$ cat src/rpir_defs.svh
// Constants and the behaviour summary of the root port interrupt receiver
// Behaviour
// - Build-time choice: FIFO mode default, decode mode
// - FIFO mode INTx sets decode bit 16, masked
// - Status bit 18 not empty, bit 19 overflow
// - FIFO read 1 returns head line and kind
// - Write 1 to bit 31 pops head
// - Decode bit 16 is write-one-to-clear
// - Writes in 4 KB window above base are MSI
// - FIFO mode MSI sets decode bit 17, masked
// - FIFO read 2 returns head MSI data
// - Decode bit 17 write-one-to-clear; mask re-enables
// - Writes outside window forwarded to master port
// - Decode mode INTx assert sets line bit, masked
// - INTx deassert clears the line bit
// - Vector number is always message data 5:0
// - Vectors 0-31 low pin, 32-63 high pin
// - MSI decode bits write-one-to-clear, masks gate
`ifndef RPIR_DEFS_SVH
`define RPIR_DEFS_SVH
`define RPIR_ADDR_W 12
`define RPIR_OFF_STATUS 12'h000
`define RPIR_OFF_DECODE 12'h004
`define RPIR_OFF_MASK 12'h008
`define RPIR_OFF_FIFO1 12'h00c
`define RPIR_OFF_FIFO2 12'h010
`define RPIR_OFF_MSI_BASE_LO 12'h014
`define RPIR_OFF_MSI_BASE_HI 12'h018
`define RPIR_OFF_DEC2 12'h01c
`define RPIR_OFF_DEC2_MASK 12'h020
`define RPIR_OFF_MSI_DEC1 12'h024
`define RPIR_OFF_MSI_DEC2 12'h028
`define RPIR_OFF_MSI_MASK1 12'h02c
`define RPIR_OFF_MSI_MASK2 12'h030
`define RPIR_BIT_INTX 16
`define RPIR_BIT_MSI 17
`define RPIR_BIT_NOT_EMPTY 18
`define RPIR_BIT_OVERFLOW 19
`define RPIR_BIT_POP 31
`define RPIR_BIT_FIFO_MSI 30
`define RPIR_BIT_FIFO_ASSERT 29
`define RPIR_FIFO_DEPTH 16
`define RPIR_FIFO_PTR_W 4
`define RPIR_FIFO_CNT_W 5
`define RPIR_MSI_WIN_BITS 12
`define RPIR_VEC_BITS 6
`define RPIR_VEC_HALF 32
`endif

$ cat src/rpir_pkg.sv
// Types shared by the root port interrupt receiver files
package rpir_pkg;
    typedef enum logic [1:0] {
        RPIR_INTA,
        RPIR_INTB,
        RPIR_INTC,
        RPIR_INTD
    } rpir_line_t;

    typedef enum logic {
        RPIR_MODE_FIFO,
        RPIR_MODE_DECODE
    } rpir_mode_t;

    typedef struct packed {
        logic is_msi;
        logic asserted;
        logic [1:0] line;
        logic [31:0] data;
    } rpir_entry_t;
endpackage : rpir_pkg

$ cat src/rpir_fifo.sv
// Interrupt message FIFO with overflow flag, flip-flop storage
`timescale 1ns/1ps
`include "rpir_defs.svh"
module rpir_fifo (
    input wire logic clk_sys_i,
    input wire logic rstn_i,
    input wire logic push_i,
    input rpir_pkg::rpir_entry_t entry_i,
    input wire logic pop_i,
    input wire logic ovf_clr_i,
    output rpir_pkg::rpir_entry_t head_o,
    output logic not_empty_o,
    output logic overflow_o
);
    import rpir_pkg::*;

    typedef struct packed {
        rpir_entry_t [`RPIR_FIFO_DEPTH-1:0] mem;
        logic [`RPIR_FIFO_PTR_W-1:0] wr;
        logic [`RPIR_FIFO_PTR_W-1:0] rd;
        logic [`RPIR_FIFO_CNT_W-1:0] cnt;
        logic ovf;
    } rpir_fifo_st_t;

    rpir_fifo_st_t s_q;
    rpir_fifo_st_t s_d;

    always_comb begin
        logic do_pop;
        logic do_push;
        do_pop = pop_i && (s_q.cnt != '0);
        do_push = push_i && (do_pop || s_q.cnt != `RPIR_FIFO_CNT_W'(`RPIR_FIFO_DEPTH));
        s_d = s_q;
        if (do_push) begin
            s_d.mem[s_q.wr] = entry_i;
            s_d.wr = s_q.wr + 1'b1;
        end
        if (do_pop) begin
            s_d.rd = s_q.rd + 1'b1;
        end
        if (do_push && !do_pop) begin
            s_d.cnt = s_q.cnt + 1'b1;
        end else if (do_pop && !do_push) begin
            s_d.cnt = s_q.cnt - 1'b1;
        end
        // Lost entries are remembered; a fresh loss wins over the clear
        if (ovf_clr_i) begin
            s_d.ovf = 1'b0;
        end
        if (push_i && !do_push) begin
            s_d.ovf = 1'b1;
        end
    end

    always_ff @(posedge clk_sys_i or negedge rstn_i) begin
        if (!rstn_i) begin
            s_q <= '0;
        end else begin
            s_q <= s_d;
        end
    end

    assign head_o = s_q.mem[s_q.rd];
    assign not_empty_o = (s_q.cnt != '0);
    assign overflow_o = s_q.ovf;
endmodule : rpir_fifo

$ cat src/rpir_top.sv
// Root port interrupt receiver: INTx and MSI decode, FIFO, APB registers
`timescale 1ns/1ps
`include "rpir_defs.svh"
module rpir_top #(
    parameter rpir_pkg::rpir_mode_t MODE = rpir_pkg::RPIR_MODE_FIFO
) (
    input wire logic clk_sys_i,
    input wire logic rstn_i,
    // APB slave
    input wire logic psel_i,
    input wire logic penable_i,
    input wire logic pwrite_i,
    input wire logic [`RPIR_ADDR_W-1:0] paddr_i,
    input wire logic [31:0] pwdata_i,
    input wire logic [3:0] pstrb_i,
    output logic [31:0] prdata_o,
    output logic pready_o,
    output logic pslverr_o,
    // Received INTx message (one-cycle strobe)
    input wire logic intx_valid_i,
    input rpir_pkg::rpir_line_t intx_line_i,
    input wire logic intx_assert_i,
    // Received memory write TLP (one-cycle strobe)
    input wire logic mwr_valid_i,
    input wire logic [63:0] mwr_addr_i,
    input wire logic [31:0] mwr_data_i,
    // Forwarded write toward the master port
    output logic fwd_valid_o,
    output logic [63:0] fwd_addr_o,
    output logic [31:0] fwd_data_o,
    // Interrupt outputs
    output logic interrupt_out_o,
    output logic msi_low_vectors_irq_o,
    output logic msi_high_vectors_irq_o
);
    import rpir_pkg::*;

    typedef struct packed {
        logic [31:0] rdata;
        logic slverr;
        logic dec_intx;
        logic dec_msi;
        logic mask_intx;
        logic mask_msi;
        logic [31:0] base_lo;
        logic [31:0] base_hi;
        logic [3:0] dec2;
        logic [3:0] dec2_mask;
        logic [31:0] msi_dec1;
        logic [31:0] msi_dec2;
        logic [31:0] msi_mask1;
        logic [31:0] msi_mask2;
        logic fwd_valid;
        logic [63:0] fwd_addr;
        logic [31:0] fwd_data;
        logic irq;
        logic irq_lo;
        logic irq_hi;
    } rpir_st_t;

    rpir_st_t s_q;
    rpir_st_t s_d;

    // MSI window hit: the upper address bits equal the programmed base
    function automatic logic rpir_in_window(input logic [63:0] a, input logic [63:0] b);
        rpir_in_window = (a[63:`RPIR_MSI_WIN_BITS] == b[63:`RPIR_MSI_WIN_BITS]);
    endfunction : rpir_in_window

    // Write-one-to-clear with the hardware set taking priority
    function automatic logic [31:0] rpir_w1c(input logic [31:0] cur, input logic [31:0] clr,
                                             input logic [31:0] set);
        rpir_w1c = (cur & ~clr) | set;
    endfunction : rpir_w1c

    logic apb_wr;
    logic apb_rd;
    logic msi_hit;
    logic msi_evt;
    logic intx_fifo_evt;
    logic fifo_pop;
    logic fifo_ovf_clr;
    logic fifo_not_empty;
    logic fifo_overflow;
    rpir_entry_t fifo_in;
    rpir_entry_t fifo_head;

    // Zero-wait slave: every access completes in its first access cycle
    assign apb_wr = psel_i && penable_i && pwrite_i;
    assign apb_rd = psel_i && penable_i && !pwrite_i;
    assign pready_o = 1'b1;

    assign msi_hit = mwr_valid_i && rpir_in_window(mwr_addr_i, {s_q.base_hi, s_q.base_lo});
    assign msi_evt = msi_hit;
    assign intx_fifo_evt = (MODE == RPIR_MODE_FIFO) && intx_valid_i;

    // FIFO entry carries line, kind and MSI data
    always_comb begin
        fifo_in = '0;
        fifo_in.is_msi = msi_evt;
        fifo_in.asserted = intx_assert_i;
        fifo_in.line = intx_line_i;
        fifo_in.data = mwr_data_i;
    end

    // MSI is queued in preference when both arrive together; the INTx is still latched
    assign fifo_pop = apb_wr && paddr_i == `RPIR_OFF_FIFO1 && pstrb_i[3]
                      && pwdata_i[`RPIR_BIT_POP];
    assign fifo_ovf_clr = apb_wr && paddr_i == `RPIR_OFF_STATUS && pstrb_i[2]
                          && pwdata_i[`RPIR_BIT_OVERFLOW];

    rpir_fifo u_fifo (
        .clk_sys_i(clk_sys_i),
        .rstn_i(rstn_i),
        .push_i((MODE == RPIR_MODE_FIFO) && (msi_evt || intx_fifo_evt)),
        .entry_i(fifo_in),
        .pop_i(fifo_pop),
        .ovf_clr_i(fifo_ovf_clr),
        .head_o(fifo_head),
        .not_empty_o(fifo_not_empty),
        .overflow_o(fifo_overflow)
    );

    always_comb begin
        logic [31:0] wmask;
        logic [31:0] vec_set;
        logic [31:0] clr;
        logic [`RPIR_VEC_BITS-1:0] vec;
        logic [3:0] line_bit;
        logic [31:0] dec_word;
        wmask = {{8{pstrb_i[3]}}, {8{pstrb_i[2]}}, {8{pstrb_i[1]}}, {8{pstrb_i[0]}}};
        vec_set = '0;
        clr = '0;
        vec = mwr_data_i[`RPIR_VEC_BITS-1:0];
        line_bit = 4'h1 << intx_line_i;
        dec_word = '0;
        s_d = s_q;
        s_d.slverr = 1'b0;

        // Forward writes outside the MSI window unchanged to the master side
        s_d.fwd_valid = mwr_valid_i && !msi_hit;
        if (mwr_valid_i && !msi_hit) begin
            s_d.fwd_addr = mwr_addr_i;
            s_d.fwd_data = mwr_data_i;
        end

        // Register writes
        if (apb_wr) begin
            unique case (paddr_i)
                `RPIR_OFF_DECODE: begin
                    clr = pwdata_i & wmask;
                    s_d.dec_intx = s_q.dec_intx & ~clr[`RPIR_BIT_INTX];
                    s_d.dec_msi = s_q.dec_msi & ~clr[`RPIR_BIT_MSI];
                end
                `RPIR_OFF_MASK: begin
                    if (pstrb_i[2]) begin
                        s_d.mask_intx = pwdata_i[`RPIR_BIT_INTX];
                        s_d.mask_msi = pwdata_i[`RPIR_BIT_MSI];
                    end
                end
                `RPIR_OFF_MSI_BASE_LO: begin
                    s_d.base_lo = (s_q.base_lo & ~wmask) | (pwdata_i & wmask);
                end
                `RPIR_OFF_MSI_BASE_HI: begin
                    s_d.base_hi = (s_q.base_hi & ~wmask) | (pwdata_i & wmask);
                end
                `RPIR_OFF_DEC2_MASK: begin
                    if (pstrb_i[0]) begin
                        s_d.dec2_mask = pwdata_i[3:0];
                    end
                end
                `RPIR_OFF_MSI_DEC1: begin
                    s_d.msi_dec1 = s_q.msi_dec1 & ~(pwdata_i & wmask);
                end
                `RPIR_OFF_MSI_DEC2: begin
                    s_d.msi_dec2 = s_q.msi_dec2 & ~(pwdata_i & wmask);
                end
                `RPIR_OFF_MSI_MASK1: begin
                    s_d.msi_mask1 = (s_q.msi_mask1 & ~wmask) | (pwdata_i & wmask);
                end
                `RPIR_OFF_MSI_MASK2: begin
                    s_d.msi_mask2 = (s_q.msi_mask2 & ~wmask) | (pwdata_i & wmask);
                end
                `RPIR_OFF_STATUS, `RPIR_OFF_FIFO1, `RPIR_OFF_FIFO2, `RPIR_OFF_DEC2: begin
                    s_d.slverr = 1'b0;
                end
                default: begin
                    s_d.slverr = 1'b1;
                end
            endcase
        end

        // Hardware sets come after the clears so an event in the clear cycle survives
        if (MODE == RPIR_MODE_FIFO) begin
            if (intx_valid_i) begin
                s_d.dec_intx = 1'b1;
            end
            if (msi_evt) begin
                s_d.dec_msi = 1'b1;
            end
        end else begin
            if (intx_valid_i && intx_assert_i) begin
                s_d.dec2 = s_d.dec2 | line_bit;
            end else if (intx_valid_i) begin
                s_d.dec2 = s_d.dec2 & ~line_bit;
            end
            if (msi_evt) begin
                vec_set = 32'h1 << vec[`RPIR_VEC_BITS-2:0];
                if (vec >= `RPIR_VEC_BITS'(`RPIR_VEC_HALF)) begin
                    s_d.msi_dec2 = rpir_w1c(s_d.msi_dec2, '0, vec_set);
                end else begin
                    s_d.msi_dec1 = rpir_w1c(s_d.msi_dec1, '0, vec_set);
                end
            end
        end

        // Level outputs from latched bits and masks
        s_d.irq = (MODE == RPIR_MODE_FIFO)
                  ? ((s_d.dec_intx && s_d.mask_intx) || (s_d.dec_msi && s_d.mask_msi))
                  : |(s_d.dec2 & s_d.dec2_mask);
        s_d.irq_lo = |(s_d.msi_dec1 & s_d.msi_mask1);
        s_d.irq_hi = |(s_d.msi_dec2 & s_d.msi_mask2);

        // Read data, sampled in the setup cycle so it is stable in the access phase
        if (psel_i && !penable_i && !pwrite_i) begin
            unique case (paddr_i)
                `RPIR_OFF_STATUS: begin
                    dec_word[`RPIR_BIT_NOT_EMPTY] = fifo_not_empty;
                    dec_word[`RPIR_BIT_OVERFLOW] = fifo_overflow;
                end
                `RPIR_OFF_DECODE: begin
                    dec_word[`RPIR_BIT_INTX] = s_q.dec_intx;
                    dec_word[`RPIR_BIT_MSI] = s_q.dec_msi;
                end
                `RPIR_OFF_MASK: begin
                    dec_word[`RPIR_BIT_INTX] = s_q.mask_intx;
                    dec_word[`RPIR_BIT_MSI] = s_q.mask_msi;
                end
                `RPIR_OFF_FIFO1: begin
                    if (fifo_not_empty) begin
                        dec_word[`RPIR_BIT_FIFO_MSI] = fifo_head.is_msi;
                        dec_word[`RPIR_BIT_FIFO_ASSERT] = fifo_head.asserted;
                        dec_word[1:0] = fifo_head.line;
                    end
                end
                `RPIR_OFF_FIFO2: begin
                    if (fifo_not_empty && fifo_head.is_msi) begin
                        dec_word = fifo_head.data;
                    end
                end
                `RPIR_OFF_MSI_BASE_LO: dec_word = s_q.base_lo;
                `RPIR_OFF_MSI_BASE_HI: dec_word = s_q.base_hi;
                `RPIR_OFF_DEC2: dec_word[3:0] = s_q.dec2;
                `RPIR_OFF_DEC2_MASK: dec_word[3:0] = s_q.dec2_mask;
                `RPIR_OFF_MSI_DEC1: dec_word = s_q.msi_dec1;
                `RPIR_OFF_MSI_DEC2: dec_word = s_q.msi_dec2;
                `RPIR_OFF_MSI_MASK1: dec_word = s_q.msi_mask1;
                `RPIR_OFF_MSI_MASK2: dec_word = s_q.msi_mask2;
                default: s_d.slverr = 1'b1;
            endcase
            s_d.rdata = dec_word;
        end else if (apb_rd) begin
            s_d.slverr = s_q.slverr;
        end
    end

    always_ff @(posedge clk_sys_i or negedge rstn_i) begin
        if (!rstn_i) begin
            s_q <= '0;
        end else begin
            s_q <= s_d;
        end
    end

    // Error reported only in the access phase; write errors are decoded combinationally
    assign pslverr_o = psel_i && penable_i
                       && (pwrite_i ? !(paddr_i inside {`RPIR_OFF_STATUS, `RPIR_OFF_DECODE,
                           `RPIR_OFF_MASK, `RPIR_OFF_FIFO1, `RPIR_OFF_FIFO2,
                           `RPIR_OFF_MSI_BASE_LO, `RPIR_OFF_MSI_BASE_HI, `RPIR_OFF_DEC2,
                           `RPIR_OFF_DEC2_MASK, `RPIR_OFF_MSI_DEC1, `RPIR_OFF_MSI_DEC2,
                           `RPIR_OFF_MSI_MASK1, `RPIR_OFF_MSI_MASK2}) : s_q.slverr);
    assign prdata_o = s_q.rdata;
    assign fwd_valid_o = s_q.fwd_valid;
    assign fwd_addr_o = s_q.fwd_addr;
    assign fwd_data_o = s_q.fwd_data;
    assign interrupt_out_o = s_q.irq;
    assign msi_low_vectors_irq_o = s_q.irq_lo;
    assign msi_high_vectors_irq_o = s_q.irq_hi;
endmodule : rpir_top

$ cat config.mk
export PLATFORM = sky130hd
export DESIGN_NAME = rpir_top
export DESIGN_NICKNAME = d
export VERILOG_FILES = /design/src/rpir_pkg.sv /design/src/rpir_fifo.sv /design/src/rpir_top.sv
export VERILOG_INCLUDE_DIRS = /design/src
export SDC_FILE = /design/constraint.sdc
export NUM_CORES = 2
export LEC_CHECK = 0
export ABC_AREA = 1
export BUFFER_PORTS_ARGS = -buffer_cell sky130_fd_sc_hd__buf_4
export CORE_MARGIN = 2
export CORE_UTILIZATION = 28
export DETAILED_ROUTE_END_ITERATION = 16
export PLACE_DENSITY = 0.4
export SLEW_MARGIN = 20
export SYNTH_ARGS = -nofsm -noshare
export SYNTH_HDL_FRONTEND = slang
export SYNTH_SLANG_ARGS = --single-unit
export TNS_END_PERCENT = 30
$ cat constraint.sdc
create_clock -name clk_sys_i -period 7.5 [get_ports clk_sys_i]
set_clock_uncertainty 0.1 [all_clocks]
set_input_delay 0 -clock clk_sys_i [delete_from_list [all_inputs] [get_ports clk_sys_i]]
set_output_delay 0 -clock clk_sys_i [all_outputs]
set_load 0.02 [all_outputs]
* Word-level counts from Yosys, hierarchy flattened
Cells that the tools add are included.
** Storage, ports and cells
- Register bits after elaboration :: 923
- Latch bits :: 0
- RAM bits :: 0
- Bits in read-only memories :: 0
- Input bits :: 154
- Output and inout bits :: 134
- Logic and storage cells :: 209
- Memories :: 0
** Operators by class
- Add/subtract/negate cells :: 4
- Multiply operators :: 0
- Div/mod/pow operators :: 0
- Order comparisons :: 3
- Eq/ne operators :: 15
- Shift-type cells :: 0
- Mux-type cells :: 38
- Bitwise gates (word level) :: 19
- Reductions and logical operators :: 43
** Operators by type and width (count)
- bitwise mux 576 bit :: 1
- bitwise AND 32 bit :: 9
- 2-to-1 mux 32 bit :: 7
- binary-select mux 36 bit (select 4 bit) :: 1
- demux 36 bit (select 4 bit) :: 1
- 2-to-1 mux 128 bit :: 1
- OR 32 bit :: 4
- case mux 12 bit (7 select lines) :: 1
- 2-to-1 mux 36 bit :: 2
- 2-to-1 mux 69 bit :: 1
- NOT 32 bit :: 2
- OR reduction 32 bit :: 2
- case mux 9 bit (7 select lines) :: 1
- == test 12 x 6 -> 1 bit (second input constant) :: 5
- == test 52 bit :: 1
- == test 12 x 5 -> 1 bit (second input constant) :: 4
- case mux 2 bit (8 select lines) :: 3
- case mux 2 bit (9 select lines) :: 2
- == test 12 x 4 -> 1 bit (second input constant) :: 2
- logical AND 1 bit :: 23
- nonzero test 13 bit :: 1
- OR reduction 13 bit :: 1
- == test 12 x 3 -> 1 bit (second input constant) :: 1
- zero test 12 bit :: 1
- other kinds (19) :: 45

* Depth between registers and ports, before layout
- Word-level depth :: 12
- Gate-level depth with buffers :: 23
- Mapped depth without buffers :: 22

* By module
From an unflattened synthesis, not the netlist that was laid out.
** Second synthesis, totals
- Cells, all modules :: 6806
- Area total of the unflattened synthesis :: 50150.6 µm²
** By module, submodules not included
- rpir_fifo :: instances 1, cells an instance 4478, area each 32260.9 µm², sequential area each 14764.2 µm²
- rpir_top :: instances 1, cells an instance 2328, area each 17889.7 µm², sequential area each 8333.0 µm²

* Worst setup path before layout
Ideal clock, no wire load.
- Path kind :: register -> register
- From :: register (tool-made name)
- To :: register u_fifo.s_q[5] in the netlist's numbering
- Setup time :: 0.125 ns
- Data arrival time :: 2.841 ns
- Required time :: 7.275 ns
- Slack :: 4.434 ns
- Cell stages (with the launch flop) :: 22
- Buffers on the path :: 1
- Period minus slack after synthesis :: 3.066 ns
- Cells stage by stage :: dfrtp_1 -> nand2_1 -> nand2_1 -> nor2_1 -> nand2_1 -> nor2_1 -> nand2_1 -> nor2_1 -> nand3_1 -> nand2_4 -> buf_4 -> nand2_1 -> inv_1 -> ha_1 -> inv_1 -> fa_1 -> a21o_1 -> a21oi_1 -> nand2_1 -> nand2_1 -> nor2_1 -> xor2_1
** RTL lines
- end signal, assigned :: RTL line rpir_fifo.sv:57 : s_q <= '0;
- end signal, assigned :: RTL line rpir_fifo.sv:59 : s_q <= s_d;
- end, declared :: RTL line rpir_fifo.sv:25 : rpir_fifo_st_t s_q;

* Worst setup path after layout
- From :: input port paddr_i[0]
- To :: register u_fifo.s_q[292] in the netlist's numbering
** On the way
- Cells in the longest elaborated chain, start to end :: 7
** RTL lines
- start, declared :: RTL line rpir_top.sv:13 : input wire logic [`RPIR_ADDR_W-1:0] paddr_i,
- == test 12 x 4 -> 1 bit
- logical AND 1 bit (no line)
- logical AND 1 bit (2 in a row) :: RTL line rpir_top.sv:106 : assign fifo_pop = apb_wr && paddr_i == `RPIR_OFF_FIFO1 && pstrb_i[3]
- logical AND 1 bit :: RTL line rpir_fifo.sv:31 : do_pop = pop_i && (s_q.cnt != '0);
- logical OR 1 bit :: RTL line rpir_fifo.sv:32 : do_push = push_i && (do_pop || s_q.cnt != `RPIR_FIFO_CNT_W'(`RPIR_FIFO_DEPTH));
- logical AND 1 bit :: RTL line rpir_fifo.sv:32
No other way between the ends.
A chain may end at the register's enable or synchronous reset.

==> flow_metrics.env <==
export IMPL_root_buffer="clkbuf_16"
export IMPL_reg2reg_slack_ns=2.52
export IMPL_numPortBuffers=286
export IMPL_ys_warn_count=0
export IMPL_wl_per_cell_um=24.8
export IMPL_row_count=151
export IMPL_worst_slew_pin_slew_ns=1.08
export IMPL_grt_pass1_vias=43100
export IMPL_nNetsFinal=6476
export IMPL_antenna_left=0
export IMPL_critPathMaxStageDelay_ns=1.13
export IMPL_grt_usage_pct=24.3
export IMPL_drive_above_1_share_pct=9.87
export IMPL_syn_avg_cell_area_um2=7.64
export IMPL_syn_inst=6208
export IMPL_setup_tns_ns=0
export IMPL_synth_cell_type_count=42
export IMPL_finish_instance_area_um2=56200
export IMPL_drt_pass1_iterations=5
export IMPL_die_h_um=416
export IMPL_drt_initial_drc_count=3794
export IMPL_max_slew_margin_pct=28.2
export IMPL_drv_slew=0
export IMPL_cp_slowest_cell="dlygate4sd3_1"
export IMPL_detail_route_drc_violations=0
export IMPL_antenna_found_initial=19
export IMPL_start_util_pct=28.1
export IMPL_finalCriticalPeriod_ns=5.05
export IMPL_final_cells=8635
export IMPL_io_pins=288
export IMPL_cts_sinks=923
export IMPL_cts_tree="yes"
export IMPL_die_area_um2=173000
export IMPL_layout_commonest_cell="nand2_1"
export IMPL_arrival_ns=5.62
export IMPL_cts_post_setup_buffers_inserted=0
export IMPL_ir_drop_mv=0.196
export IMPL_dpl_cell_area_um2=49900
export IMPL_synth_seq_cells=923
export IMPL_synthDominantCellAreaShare_pct=48.7
export IMPL_hold_path_class="input pin to flop"
export IMPL_leakagePower_nw=27.8
export IMPL_crit_required_ns=8.07
export IMPL_vias_per_cell=5.08
export IMPL_cts_buffers=118
export IMPL_hold_viol_final=0
export IMPL_drv_cap=0
export IMPL_grt_remaining_overflow=0
export IMPL_powerDensity_nw_per_um2=298
export IMPL_core_area_um2=169000
export IMPL_clk_insertion_delay_late_ns=0.75
export IMPL_post_route_period_util_pct=67.3
export IMPL_start_kind="input pin"
export IMPL_num_fill_cells=18000
export IMPL_hpwl_um=126000
export IMPL_setup_viol=0
export IMPL_synthTopCellsByArea="dfrtp_1, nand2_1, nand4_1, nand3_1, o21ai_0"
export IMPL_area_delta_synth_final_pct=18.4
export IMPL_path_cells="dlygate4sd3_1 -> buf_4 -> nor2_2 -> nand2_1 -> nor2_4 -> dlygate4sd3_1 -> nand2_2 -> nor2_2 -> inv_2 -> nor2_8 -> inv_4 -> nand2_8 -> buf_4 -> buf_4 -> nand4_1 -> nand2_1"
export IMPL_die_x_um=416
export IMPL_grt_first_pass_wirelength_um=313000
export IMPL_rsz0062_at_grt="false"
export IMPL_clkSlewWorstSetupHoldPaths_ns=0.06
export IMPL_synthesis_nets=6372
export IMPL_endpoint_kind="flop"
export IMPL_critPathKind="input pin to flop"
export IMPL_max_freq_mhz=198
export IMPL_dp_cells=8179
export IMPL_final_cell_mix="nand2_1, dfrtp_1, nand4_1"
export IMPL_synth_cell_area_um2=47500
export IMPL_power_mw=16.8
export IMPL_cpMostUsedCell="buf_4"
export IMPL_seq_area_frac_synth_pct=48.7
export IMPL_status="finished clean"
export IMPL_htreeDepth=3
export IMPL_place_gp_congestion=0.823
export IMPL_synth_top_area_cell="dfrtp_1"
export IMPL_vias=43800
export IMPL_grt_max_degree=149
export IMPL_clk_path_buf_depth=3
export IMPL_worstPathMaxFanout=76
export IMPL_routed_wl_um=214000
-- per-stage QoR --
| stage | worst slack [ns] | util, % | hold WS (ns) |
|---|---|---|---|
| finish | 2.45 | 33.3 | 0.0373 |
| global route | 2.30 | 33.3 | 0.0331 |
| floorplan | 4.43 | - | -0.396 |
| CTS | 2.56 | 33.3 | 0.0000296 |
| detailed placement | 2.57 | 29.5 | -0.0146 |
| global placement | 2.62 | 29.5 | -0.00583 |
-- cells in the mapped netlist (all sizes together) --
cell type / n
xor2: 8
a21o: 2
xnor2: 14
conb: 1
buf: 396
fa: 1
a22o: 1
o221ai: 15
dfrtp: 923
o211ai: 10
nand3: 521
a31oi: 3
clkinv: 4
inv: 278
o22ai: 36
o21ai: 207
nand2: 2568
nor3: 20
a21oi: 63
and2: 64
clkbuf: 217
ha: 9
nor2: 239
nand4: 594
o2111ai: 1
or2: 2
a21boi: 11
-- logic make-up (layout without fill, tap and decap cells) --
logic type	Yosys count	after routing	share of synthesized area (%)
XOR/XNOR	22	22	0.406
AO/OA/AOI/OAI	349	349	4.04
adder cells (fa/ha/maj)	10	10	0.279
flip-flops	923	923	48.7
buffers and inverters	895	1101	9.38
other	1	4	0.00790
AND/OR/NAND/NOR	4008	4008	37.2
-- sequential cells by signal (all words and copies together), names as in the netlist, named ones only --
name and flops:
fwd_data_o 32, interrupt_out_o 1, msi_high_vectors_irq_o 1, u_fifo.s_q 589, msi_low_vectors_irq_o 1, fwd_addr_o 64
fwd_valid_o 1, s_q 137, prdata_o 32, u_fifo.overflow_o 1
-- layout make-up --
| class | count | area (um^2) | share of cell area (%) |
|---|---|---|---|
| well taps | 2218 | 2780 | 4.94 |
| flip-flops and latches | 923 | 23100 | 41.1 |
| repair buffers | 597 | 5210 | 9.27 |
| diodes | 3 | 7.51 | 0.0134 |
| inverters | 282 | 1080 | 1.92 |
| clock inverters | 44 | 397 | 0.706 |
| clock buffers | 178 | 3560 | 6.34 |
| multi-input cells | 4390 | 20000 | 35.7 |
-- final timing paths --
check | from | end | depth (start not counted)
worst max-delay path | paddr_i[0] | u_fifo.s_q[292]$_DFFE_PN0P_ | 16
max in group asynchronous | rstn_i | fwd_addr_o[33]$_DFFE_PN0P_ | 5
worst min register to register | u_fifo.s_q[262]$_DFFE_PN0P_ | u_fifo.s_q[262]$_DFFE_PN0P_ | 2
worst max register to register | flop | u_fifo.s_q[242]$_DFFE_PN0P_ | 14
min in group asynchronous | rstn_i | fwd_addr_o[21]$_DFFE_PN0P_ | 4
worst min-delay path | pwdata_i[8] | flop | 4
-- critical path: cells and delay by family --
kind	cells	cell delay, ns
simple gates	9	1.82
buf+inv	7	3.61
-- per-layer routing --
| layer | GRT usage, % | part of all wire (%) |
|---|---|---|
| met5 | 0 | 0.0042 |
| met4 | 6.55 | 2.7 |
| met3 | 3.44 | 5.0 |
| met2 | 41.2 | 49 |
| met1 | 32.2 | 44 |
-- power breakdown --
part / leakage, nW / switching, mW / internal, mW
combinational: 14.3 / 2.54 / 1.25
clock: 1.98 / 2.42 / 3.46
sequential: 11.5 / 0.731 / 6.35
total: 27.8 / 5.69 / 11.1
-- timing repair --
item / in CTS / in global routing
hold endpoints to repair: 1385 / 0
hold buffers: 231 / 0
gates resized for setup: 0 / 0
Power figures use the tool's default switching activity.
